===== config.mk =====
export PLATFORM = sky130hd
export DESIGN_NAME = panel_meter_conversion_output_control
export DESIGN_NICKNAME = d
export VERILOG_FILES = /design/src/shared/meter_pkg.sv /design/src/core/panel_meter_conversion_output_control.sv
export SDC_FILE = /design/constraint.sdc
export NUM_CORES = 1
export LEC_CHECK = 0
export BUFFER_PORTS_ARGS = -buffer_cell sky130_fd_sc_hd__buf_2
export CAP_MARGIN = 20
export CORE_UTILIZATION = 30
export DETAILED_ROUTE_END_ITERATION = 8
export PLACE_DENSITY = 0.47
export SKIP_CTS_REPAIR_TIMING = 1
export SLEW_MARGIN = 25
export SYNTH_ARGS = -nofsm -noshare
export SYNTH_HDL_FRONTEND = slang
export SYNTH_SLANG_ARGS = --single-unit

===== constraint.sdc =====
create_clock -name hclk -period 7.7 [get_ports hclk]
set_clock_uncertainty 0.2 [all_clocks]
set_input_delay 1.54 -clock hclk [delete_from_list [all_inputs] [get_ports hclk]]
set_output_delay 1.54 -clock hclk [all_outputs]
set_load 0.05 [all_outputs]

===== src/shared/meter_pkg.sv =====
// Constants, register map and carrier types for the panel meter control
// Notes on behaviour
// - Free-running conversions five per second, outputs update
// - Blank input low blanks all except two points
// - Blanking leaves BCD data alone, display recovers at once
// - Convert-freeze low stops conversions, keeps last result
// - After freeze release, data invalid for conversions
// - Each point select low lights its point
// - Output-freeze low holds parallel outputs, else refresh
// - Output-freeze never stops conversions or display
// - Parallel word built by shift register from serial
// - Four shared BCD lines, one digit at once
// - Overload flashes display, polarity stays shown
// - Three digits, overrange digit, sign, automatic polarity
// - Serial order units, hundreds, tens, thousands with strobe
// - Serial data changes only within update window
// - Parallel invalid two ms window, updating flag high
// - Freeze release refreshes at next conversion end
package meter_pkg;
    localparam int unsigned CLK_HZ         = 20_000_000;
    localparam int unsigned CONV_PER_SEC   = 5;
    localparam int unsigned CONV_CYCLES    = CLK_HZ / CONV_PER_SEC;
    localparam int unsigned UPDATE_MS      = 2;
    localparam int unsigned UPDATE_CYCLES  = CLK_HZ / 1000 * UPDATE_MS;
    localparam int unsigned FLASH_HZ       = 2;
    localparam int unsigned FLASH_CYCLES   = CLK_HZ / (2 * FLASH_HZ);
    localparam int unsigned SETTLE_CONVS   = 2;
    localparam int unsigned FULL_SCALE     = 1999;

    // Register byte offsets
    localparam logic [7:0] OFS_CTRL   = 8'h00;
    localparam logic [7:0] OFS_SAMPLE = 8'h04;
    localparam logic [7:0] OFS_STATUS = 8'h08;
    localparam logic [7:0] OFS_IRQ    = 8'h0C;
    localparam logic [7:0] OFS_MASK   = 8'h10;
    localparam logic [7:0] OFS_RESULT = 8'h14;

    // Interrupt status bit positions
    localparam int unsigned IRQ_DONE  = 0;
    localparam int unsigned IRQ_OVLD  = 1;
    localparam int unsigned IRQ_W     = 2;

    // Ctrl register fields
    localparam int unsigned CTRL_POINT_LSB = 0;
    localparam logic [2:0]  CTRL_RESET     = 3'h7;

    // Sample register: measured count and sign from the converter
    localparam int unsigned SAMPLE_NEG_BIT = 16;
    localparam logic [15:0] DIGIT_MASK     = 16'h000F;

    // Serial walk, order units, hundreds, tens, thousands
    typedef enum logic [1:0] {
        DIG_UNITS, DIG_HUND, DIG_TENS, DIG_THOU
    } digit_sel_t;

    typedef enum logic [1:0] {
        ST_IDLE, ST_CONVERT, ST_UPDATE
    } conv_state_t;

    typedef struct packed {
        logic [3:0] thou;
        logic [3:0] hund;
        logic [3:0] tens;
        logic [3:0] units;
    } bcd_word_t;

    typedef struct packed {
        logic [3:0] bcd;
        logic       units_digit_strobe;
        logic       tens_digit_strobe;
        logic       hundreds_digit_strobe;
        logic       thousands_digit_strobe;
    } serial_out_t;

    typedef struct packed {
        bcd_word_t  digits;
        logic       positive;
        logic       overload_n;
    } par_out_t;

    typedef struct packed {
        bcd_word_t  digits;
        logic       negative_sign;
        logic [2:0] points;
        logic       lit;
    } display_t;
endpackage : meter_pkg

===== src/core/panel_meter_conversion_output_control.sv =====
// Conversion cadence, display and BCD output control of the panel meter
//
// Decided for this implementation: the AHB-Lite interface to the registers and the register addresses.
`timescale 1ns/1ns
module panel_meter_conversion_output_control
    import meter_pkg::*;
#(
    parameter int unsigned CONV_PERIOD = CONV_CYCLES,
    parameter int unsigned UPDATE_LEN  = UPDATE_CYCLES,
    parameter int unsigned FLASH_LEN   = FLASH_CYCLES
) (
    input  wire logic        hclk,
    input  wire logic        hresetn,
    input  wire logic        hsel,
    input  wire logic [31:0] haddr,
    input  wire logic [1:0]  htrans,
    input  wire logic        hwrite,
    input  wire logic [2:0]  hsize,
    input  wire logic [31:0] hwdata,
    input  wire logic        hready,
    output logic      [31:0] hrdata,
    output logic             hreadyout,
    output logic             hresp,
    input  wire logic        display_off_n,
    input  wire logic        convert_freeze_n,
    input  wire logic        output_freeze_n,
    output serial_out_t      serial_port,
    output logic             conversion_busy_n,
    output par_out_t         parallel_port,
    output logic             output_updating,
    output logic             data_valid,
    output display_t         display,
    output logic             irq
);
    // Whole state of the block in one record
    typedef struct packed {
        logic [2:0]  sync_a;
        logic [2:0]  sync_b;
        logic [31:0] conv_cnt;
        logic [31:0] upd_cnt;
        logic [31:0] flash_cnt;
        logic        flash_on;
        conv_state_t state;
        logic [1:0]  settle;
        logic        was_frozen;
        logic [15:0] count;
        logic        negative;
        bcd_word_t   result;
        logic        res_neg;
        logic        res_ovl;
        bcd_word_t   shift;
        logic [1:0]  walk;
        serial_out_t ser;
        par_out_t    par;
        logic        par_pending;
        logic [2:0]  point_ctrl;
        logic [IRQ_W-1:0] irq_stat;
        logic [IRQ_W-1:0] irq_mask;
        logic        dph_write;
        logic [7:0]  dph_addr;
        logic [31:0] rdata;
    } state_t;

    state_t s_q;
    state_t s_d;

    // Binary count to BCD, used for both the result and the overload clamp
    function automatic bcd_word_t to_bcd(input logic [15:0] v);
        bcd_word_t b;
        b.thou  = 4'((v / 16'd1000) % 16'd10);
        b.hund  = 4'((v / 16'd100) % 16'd10);
        b.tens  = 4'((v / 16'd10) % 16'd10);
        b.units = 4'(v % 16'd10);
        return b;
    endfunction : to_bcd

    // Strobe pattern for a position in the serial walk
    function automatic serial_out_t strobe_for(input logic [1:0] w,
                                               input bcd_word_t r);
        serial_out_t o;
        o = '0;
        case (digit_sel_t'(w))
            DIG_UNITS: begin
                o.units_digit_strobe = 1'b1;
                o.bcd = r.units;
            end
            DIG_HUND: begin
                o.hundreds_digit_strobe = 1'b1;
                o.bcd = r.hund;
            end
            DIG_TENS: begin
                o.tens_digit_strobe = 1'b1;
                o.bcd = r.tens;
            end
            default: begin
                o.thousands_digit_strobe = 1'b1;
                o.bcd = r.thou;
            end
        endcase
        return o;
    endfunction : strobe_for

    logic blank_n;
    logic freeze_n;
    logic hold_n;
    logic take;
    logic [15:0] clamp;
    logic [IRQ_W-1:0] ev;

    // Second synchroniser stage is the only one the logic reads
    assign blank_n  = s_q.sync_b[0];
    assign freeze_n = s_q.sync_b[1];
    assign hold_n   = s_q.sync_b[2];
    assign take     = hsel & hready & htrans[1];

    always_comb begin
        s_d = s_q;
        clamp = s_q.count;
        ev = '0;
        // Two flip-flops per asynchronous control pin
        s_d.sync_a = {output_freeze_n, convert_freeze_n, display_off_n};
        s_d.sync_b = s_q.sync_a;

        // Flash divider runs continuously so overload blinks steadily
        if (s_q.flash_cnt >= FLASH_LEN - 1) begin
            s_d.flash_cnt = '0;
            s_d.flash_on  = ~s_q.flash_on;
        end else begin
            s_d.flash_cnt = s_q.flash_cnt + 32'd1;
        end

        // Conversion cadence; output-freeze gates only the parallel latch here
        case (s_q.state)
            ST_IDLE: begin
                if (freeze_n) begin
                    s_d.state    = ST_CONVERT;
                    s_d.conv_cnt = '0;
                end
            end
            ST_CONVERT: begin
                if (s_q.conv_cnt >= CONV_PERIOD - UPDATE_LEN - 1) begin
                    if (s_q.count > 16'(FULL_SCALE)) begin
                        clamp = s_q.count % 16'd1000;
                    end
                    s_d.result   = to_bcd(clamp);
                    s_d.res_neg  = s_q.negative;
                    s_d.res_ovl  = s_q.count > 16'(FULL_SCALE);
                    s_d.walk     = '0;
                    s_d.upd_cnt  = '0;
                    s_d.state    = ST_UPDATE;
                    ev[IRQ_DONE] = 1'b1;
                    if (s_q.count > 16'(FULL_SCALE)) begin
                        ev[IRQ_OVLD] = 1'b1;
                    end
                    if (s_q.settle != '0) begin
                        s_d.settle = s_q.settle - 2'd1;
                    end
                end else begin
                    s_d.conv_cnt = s_q.conv_cnt + 32'd1;
                end
            end
            default: begin
                // Update window: serial data and parallel latch change here
                s_d.ser = strobe_for(s_q.walk, s_q.result);
                if (s_q.walk != 2'd3) begin
                    s_d.walk = s_q.walk + 2'd1;
                end
                // Each digit on the serial lines is caught by its strobe
                if (s_q.ser.units_digit_strobe) begin
                    s_d.shift.units = s_q.ser.bcd;
                end
                if (s_q.ser.hundreds_digit_strobe) begin
                    s_d.shift.hund = s_q.ser.bcd;
                end
                if (s_q.ser.tens_digit_strobe) begin
                    s_d.shift.tens = s_q.ser.bcd;
                end
                if (s_q.ser.thousands_digit_strobe) begin
                    s_d.shift.thou = s_q.ser.bcd;
                end
                if (s_q.upd_cnt >= UPDATE_LEN - 1) begin
                    if (hold_n) begin
                        s_d.par.digits = s_q.shift;
                        s_d.par.positive   = ~s_q.res_neg;
                        s_d.par.overload_n = ~s_q.res_ovl;
                    end
                    // A held refresh stays owed; release waits for next end
                    s_d.par_pending = !hold_n;
                    s_d.state    = freeze_n ? ST_CONVERT : ST_IDLE;
                    s_d.conv_cnt = '0;
                end else begin
                    s_d.upd_cnt = s_q.upd_cnt + 32'd1;
                end
            end
        endcase
        if (!freeze_n) begin
            s_d.was_frozen = 1'b1;
        end else if (s_q.was_frozen) begin
            s_d.was_frozen = 1'b0;
            s_d.settle     = 2'(SETTLE_CONVS);
        end
        // Bus data phase: write side effects
        if (s_q.dph_write) begin
            if (s_q.dph_addr == OFS_CTRL) begin
                s_d.point_ctrl = hwdata[CTRL_POINT_LSB +: 3];
            end else if (s_q.dph_addr == OFS_SAMPLE) begin
                s_d.count    = hwdata[15:0];
                s_d.negative = hwdata[SAMPLE_NEG_BIT];
            end else if (s_q.dph_addr == OFS_IRQ) begin
                s_d.irq_stat = s_q.irq_stat & ~hwdata[IRQ_W-1:0];
            end else if (s_q.dph_addr == OFS_MASK) begin
                s_d.irq_mask = hwdata[IRQ_W-1:0];
            end
        end
        // Events land after any clear, so a set in the same cycle wins
        s_d.irq_stat = s_d.irq_stat | ev;

        // Address phase capture; reads answer in the next cycle
        s_d.dph_write = take & hwrite;
        s_d.dph_addr  = haddr[7:0];
        s_d.rdata     = '0;
        if (take && !hwrite) begin
            if (haddr[7:0] == OFS_CTRL) begin
                s_d.rdata = 32'(s_q.point_ctrl);
            end else if (haddr[7:0] == OFS_SAMPLE) begin
                s_d.rdata = {15'h0000, s_q.negative, s_q.count};
            end else if (haddr[7:0] == OFS_STATUS) begin
                s_d.rdata = {28'h0000000, s_q.res_ovl, s_q.res_neg,
                             (s_q.state == ST_UPDATE), (s_q.settle == '0)};
            end else if (haddr[7:0] == OFS_IRQ) begin
                s_d.rdata = 32'(s_q.irq_stat);
            end else if (haddr[7:0] == OFS_MASK) begin
                s_d.rdata = 32'(s_q.irq_mask);
            end else if (haddr[7:0] == OFS_RESULT) begin
                s_d.rdata = {16'h0000, s_q.result};
            end
        end
    end

    // Block state; reset leaves every control pin seen as released
    always_ff @(posedge hclk or negedge hresetn) begin
        if (!hresetn) begin
            s_q <= '0;
            s_q.sync_a <= 3'h7;
            s_q.sync_b <= 3'h7;
            s_q.point_ctrl <= CTRL_RESET;
            s_q.par.overload_n <= 1'b1;
            s_q.settle <= 2'(SETTLE_CONVS);
            s_q.state <= ST_IDLE;
        end else begin
            s_q <= s_d;
        end
    end

    // Display: blanking only gates the lamps, never the data
    always_comb begin
        display.digits        = s_q.result;
        display.negative_sign = s_q.res_neg;
        display.points        = ~s_q.point_ctrl;
        display.lit = blank_n & ~(s_q.res_ovl & s_q.flash_on);
        if (!blank_n) begin
            // Tens and hundreds points stay lit while blanked
            display.points = ~s_q.point_ctrl & 3'h6;
        end
    end

    // Bus and pin outputs
    assign hrdata            = s_q.rdata;
    assign hreadyout         = 1'b1;
    assign hresp             = 1'b0;
    assign serial_port       = s_q.ser;
    assign conversion_busy_n = (s_q.state != ST_UPDATE);
    assign parallel_port     = s_q.par;
    assign output_updating   = (s_q.state == ST_UPDATE);
    assign data_valid        = (s_q.settle == '0);
    assign irq               = |(s_q.irq_stat & s_q.irq_mask);
endmodule : panel_meter_conversion_output_control


==> results.yml, run 1 <==
drt:
  drtIter0Drc: 746
  dr.pass1.iters: 5
  drc: 0
  wirelength_mm: 40.5
  vias_per_cell: 5.10
  vias: 12300
  final_antenna_net_count: 0
  routedWlPerCell_um: 16.7
cts:
  cts_buffer_depth: 3
  cts_root_buf: "clkbuf_16"
  clk_latency_ns: 0.53
  cts_buffers: 25
  cts_tree: "built"
  htreeDepth: 1
  cts_num_sinks: 220
  cts.clk_slew.worst_paths_ns: 0.06
yosys:
  synth-seq-cells: 220
  synth.avg_cell_area_um2: 9.22
  ys_seq_area_share_pct: 39.7
  synth_warnings: 0
  synth_cells: 1509
  synth_area_um2: 13900
  async_flop_share_pct: 100
  yosys.cell_types.count: 126
  synth_edf_count: 0
  synthFlopType: "dfrtp_1"
timing:
  timing.final.crit_share_pct: 105
  setup_viol: 8
  period_needed_ns: 8.06
  report.final.slew_viol_count: 0
  tightest_slew_ns: 0.993
  setup_ws_ns: -0.356
  fmax_mhz: 124
  rsz0062_at_grt: "true"
  slew_headroom_pct: 33.8
  hold_violations: 0
finish:
  layoutNonFillerInstCount: 2420
  mostFrequentLayoutCells: "buf_4 (274), dfrtp_1 (207), nor2_1 (174)"
  final_common_cell: "buf_4"
  drive_above_1_share_pct: 34.1
  final_nets: 1890
  syn_to_final_growth_pct: 28.9
worst_hold_path:
  holdPathStages: 0
  hold_path_end: "blank_n"
  hold_class: "reg2reg"
  min-delay-start: "s_d[230]"
floorplan:
  row_count: 78
  dieHeight_um: 217
  io_pins: 162
  dieArea_um2: 47300
  core_um2: 45600
  die_w_um: 217
  start_util_pct: 30.5
global_route:
  grt_pass1_vias: 11900
  grt_usage_pct: 16.9
  grt_first_pass_wirelength_mm: 65.1
  antenna_found_initial: 0
  grt_overflow_total: 0
  grt_max_degree: 81
placement:
  dpl.hpwl_mm: 29.9
  post-place-ws_ns: -0.644
  dp.cells: 2352
  port_buffers: 101
  gp_congestion: 0.849
critical_path:
  endpoint_kind: "register"
  r2r_end: "display[12]"
  cpMaxStageDelayCell: "or4_4"
  crit_fanout: 5
  rr_worst_depth: 31
  path_class: "reg2reg"
  reg2reg_from: "s_q[121]"
  r2r_slack_ns: -0.36
  cp_slowest_stage_delay_ns: 0.60
  cp_data_arrival_time_ns: 8.31
  required_ns: 7.95
  critPathLaunchType: "register"
flow_run:
  maxCapViolCount: 0
power:
  p_per_area_nw_per_um2: 150
  peakVddDrop_mv: 0.144
  leakage_nw: 8.23
run_status:
  violations: "setup timing"
  outcome: "finished, violations left"
-- how the worst max path moves through the flow --
stage / startpoint / to / slack (ns) / cells after the start
6_report: s_q[121] / display[12] / -0.36 / 31
5_1_grt: s_q[121] / display[16] / -0.72 / 38
4_1_cts: s_q[121] / display[16] / -0.70 / 35
3_5_place_dp: s_q[121] / display[16] / -0.64 / 33
3_3_place_gp: s_q[121] / display[16] / -0.60 / 33
2_1_floorplan: s_q[120] / display[12] / -0.02 / 30
-- layout make-up --
class | instances | area [um^2]
clock buffers | 38 | 754
diodes | 1 | 2.50
clock inverters | 7 | 121
repair buffers | 388 | 2750
well taps | 600 | 751
inverters | 28 | 106
flip-flops and latches | 220 | 5520
fillers | 4577 | 27600
multi-input cells | 1138 | 7940
-- synth_stat cells, types with 8 or more instances --
cell type | count | share of area, %
xor2_1 | 33 | 2.1
a31oi_1 | 26 | 1.2
o21ai_0 | 62 | 2.2
nand2_1 | 132 | 3.6
o21ai_1 | 13 | 0.47
nor2b_1 | 8 | 0.36
dfrtp_1 | 209 | 38
nand3_1 | 51 | 1.8
inv_1 | 25 | 0.67
or3_1 | 15 | 0.67
a211oi_1 | 14 | 0.76
clkbuf_1 | 43 | 1.2
o31ai_1 | 11 | 0.59
nor3_1 | 43 | 1.5
buf_4 | 85 | 4.6
nand4_1 | 29 | 1.3
xnor2_1 | 39 | 2.5
mux2i_1 | 10 | 0.72
ha_1 | 12 | 1.1
o21a_1 | 10 | 0.54
dfstp_2 | 11 | 2.1
a22oi_1 | 16 | 0.86
mux2_2 | 61 | 4.9
nor4_1 | 19 | 0.85
nand2b_1 | 12 | 0.54
a21oi_1 | 62 | 2.2
and3_1 | 31 | 1.4
buf_2 | 10 | 0.36
nor2_1 | 177 | 4.8
o211ai_1 | 10 | 0.54
and2_1 | 17 | 0.76
-- worst max-delay path, delay by kind of cell, from the launching register on --
kind / cells / cell delay [ns]
AND/OR/NAND/NOR: 10 / 1.93
AO/OA/AOI/OAI: 13 / 3.97
buffers and inverters: 6 / 0.90
multiplexers: 2 / 0.51
flip-flops: 1 / 0.42
-- state kept, by name, indices dropped and copies added (netlist names) --
name	cells
blank_n	1
display	17
freeze_n	1
hold_n	1
hrdata	17
parallel_port	18
s_d	3
s_q	154
serial_port	8
-- power breakdown --
group	total (mW)	internal (mW)	switching, mW	leakage (nW)
Clock	1.26	0.776	0.485	0.424
Sequential	1.21	1.18	0.0233	2.93
Combinational	0.220	0.0871	0.133	4.88
-- per-stage QoR --
step / hold slack [ns] / utilization (%) / instance area (um^2) / TNS, ns / power, mW
4_1_cts: 0.162 / 38.0 / 17300 / -4.06 / 2.72
6_report: 0.161 / 39.4 / 17900 / -1.98 / 2.69
2_1_floorplan: 0.145 / - / 14000 / -0.0162 / 1.35
5_1_grt: 0.160 / 39.4 / 17900 / -5.21 / 2.81
3_3_place_gp: 0.148 / 36.0 / 16400 / -3.31 / 1.43
3_5_place_dp: 0.153 / 36.1 / 16400 / -3.42 / 1.44
-- cells by family after synthesis --
group / share of synthesized area [%]
AOI/OAI and AO/OA: 19.4
xor gates and xnor gates: 4.77
and+or+nand+nor: 21.2
DFF: 39.7
adders and majority gates: 1.29
other: 0.0540
buffers and inverters: 7.38
muxes: 6.24
-- metal layers --
layer	track usage, %	vias to the layer above	share of wire, %
met2	29.1	221	49
met5	0	-	0
met1	22.9	6024	46
met3	1.61	47	3.5
li1	-	6041	-
met4	3.73	0	1.7
(Power assumes the default switching activity.)
==> inputs of run 2 (changes only) <==
Settings changed: CAP_MARGIN 20 to 25, CTS_BUF_LIST from default to sky130_fd_sc_hd__clkbuf_8, MAX_ROUTING_LAYER from default to met4.
==> run 2 against run 1 <==
The flow still finishes with violations (setup timing). Core utilization is 0.94 points higher. Die area is the same. First-iteration DRC count increased by 18%. Wire length grew 1.4%. Register-to-register slack better by 0.12 ns. Worst hold slack worse by 0.0030 ns. Design area up 2.4%. Cell count is 2.1% higher. Clock power down 13%. Global-route usage grew 0.57 points. Critical endpoint unchanged. Largest power group is now sequential cells.
==> results.yml, run 2 (synthesis results as in run 1) <==
drt:
  routedWlPerCell_um: 16.6
  wirelength_mm: 41.0
  vias: 12500
  drc: 0
  dr.pass1.iters: 7
  vias_per_cell: 5.05
  final_antenna_net_count: 0
  drtIter0Drc: 881
global_route:
  grt_first_pass_wirelength_mm: 64.6
  grt.met2_usage_pct: 27.8
  grt_max_degree: 93
  grt_use_met1_pct: 22.9
  grt.met3_usage_pct: 2.29
  grt_pass1_vias: 11900
  grt_usage_pct: 17.5
  grt_overflow_total: 0
  antenna_found_initial: 1
  top_usage_layer: "met2"
placement:
  post-place-ws_ns: -0.660
  dpl.hpwl_mm: 29.6
  dp.cells: 2345
  port_buffers: 101
  gp_congestion: 0.859
worst_hold_path:
  holdPathStages: 0
  min-delay-start: "s_d[231]"
  hold_path_end: "freeze_n"
  hold_class: "reg2reg"
timing:
  period_needed_ns: 7.93
  tightest_slew_ns: 1.00
  rsz0062_at_grt: "true"
  holdWs_ns: 0.158
  slew_headroom_pct: 33.2
  fmax_mhz: 126
  hold_violations: 0
  setup_viol: 5
  timing.final.crit_share_pct: 103
  report.final.slew_viol_count: 0
  setup_ws_ns: -0.234
flow_run:
  maxCapViolCount: 0
critical_path:
  crit_fanout: 14
  path_buf_inv: 9
  crit_start: "s_q[122]"
  required_ns: 8.00
  r2r_end: "display[12]"
  r2r_slack_ns: -0.23
  rr_worst_depth: 33
  critPathLaunchType: "register"
  cp_slowest_stage_delay_ns: 0.61
  path_delay_family: "compound AO/OA/AOI/OAI gates"
  path_class: "reg2reg"
  cp_data_arrival_time_ns: 8.23
  path_common_cell: "buf_4"
  cpMaxStageDelayCell: "or4_4"
  endpoint_kind: "register"
  reg2reg_from: "s_q[122]"
floorplan:
  die_w_um: 217
  dieArea_um2: 47300
  io_pins: 162
  dieHeight_um: 217
  core_um2: 45600
  start_util_pct: 30.5
  row_count: 78
finish:
  mostFrequentLayoutCells: "buf_4 (292), dfrtp_1 (203), nor2_1 (174)"
  drive_above_1_share_pct: 37.2
  largest_reg_flops: 154
  syn_to_final_growth_pct: 32.0
  final_nets: 1928
  final_common_cell: "buf_4"
  regMostFlops: "s_q"
  utilization_pct: 40.3
  layoutNonFillerInstCount: 2471
cts:
  cts.clk_slew.worst_paths_ns: 0.06
  htreeDepth: 2
  cts_root_buf: "clkbuf_8"
  cts_num_sinks: 220
  cts_tree: "built"
  cts_buffers: 39
  clk_latency_ns: 0.57
  cts_buffer_depth: 3
run_status:
  violations: "setup timing"
  outcome: "finished, violations left"
power:
  peakVddDrop_mv: 0.109
  finalPower_mw: 2.54
  p_per_area_nw_per_um2: 138
  leakage_nw: 8.39
-- run 2: cell types whose count changed in the layout (fill, tap and decap cells not counted), sizes merged --
cell      change
buf          +22
bufinv        -1
clkbuf        +9
clkinv        +6
clkinvlp      +1
inv          +14
-- run 2: through the flow --
| stage | setup TNS [ns] | cell area [um^2] |
|---|---|---|
| 2_1_floorplan | -0.0162 | 14000 |
| 3_3_place_gp | -4.41 | 16400 |
| 3_5_place_dp | -4.10 | 16400 |
| 4_1_cts | -4.58 | 17200 |
| 5_1_grt | -3.21 | 18400 |
| 6_report | -0.850 | 18400 |
-- run 2: worst max-delay path by stage --
stage | end | depth (start not counted)
final | display[12] | 33
after global routing | display[12] | 30
after CTS | display[12] | 31
after detailed placement | display[12] | 31
after global placement | display[12] | 31
after floorplan | display[12] | 30
-- run 2: routing by layer --
metal  routed length, um  share of wire (%)
met1               18700                 45
met2               19600                 48
met3                1600                3.9
met4                1140                2.8
met5                   0                  0
-- run 2: layout make-up --
type | count | area [um^2]
tap | 600 | 751
sequential | 220 | 5530
fill | 4553 | 27200
antenna | 1 | 2.50
clock inverter | 27 | 178
clock buffer | 45 | 619
timing repair buffer | 412 | 2970
multi-input combinational | 1138 | 8220
inverter | 28 | 106
-- run 2: power breakdown --
group / switching (mW) / leakage, nW / internal [mW]
combinational: 0.136 / 5.01 / 0.0916
sequential: 0.0229 / 2.92 / 1.18
clock: 0.499 / 0.460 / 0.604
total: 0.658 / 8.39 / 1.88
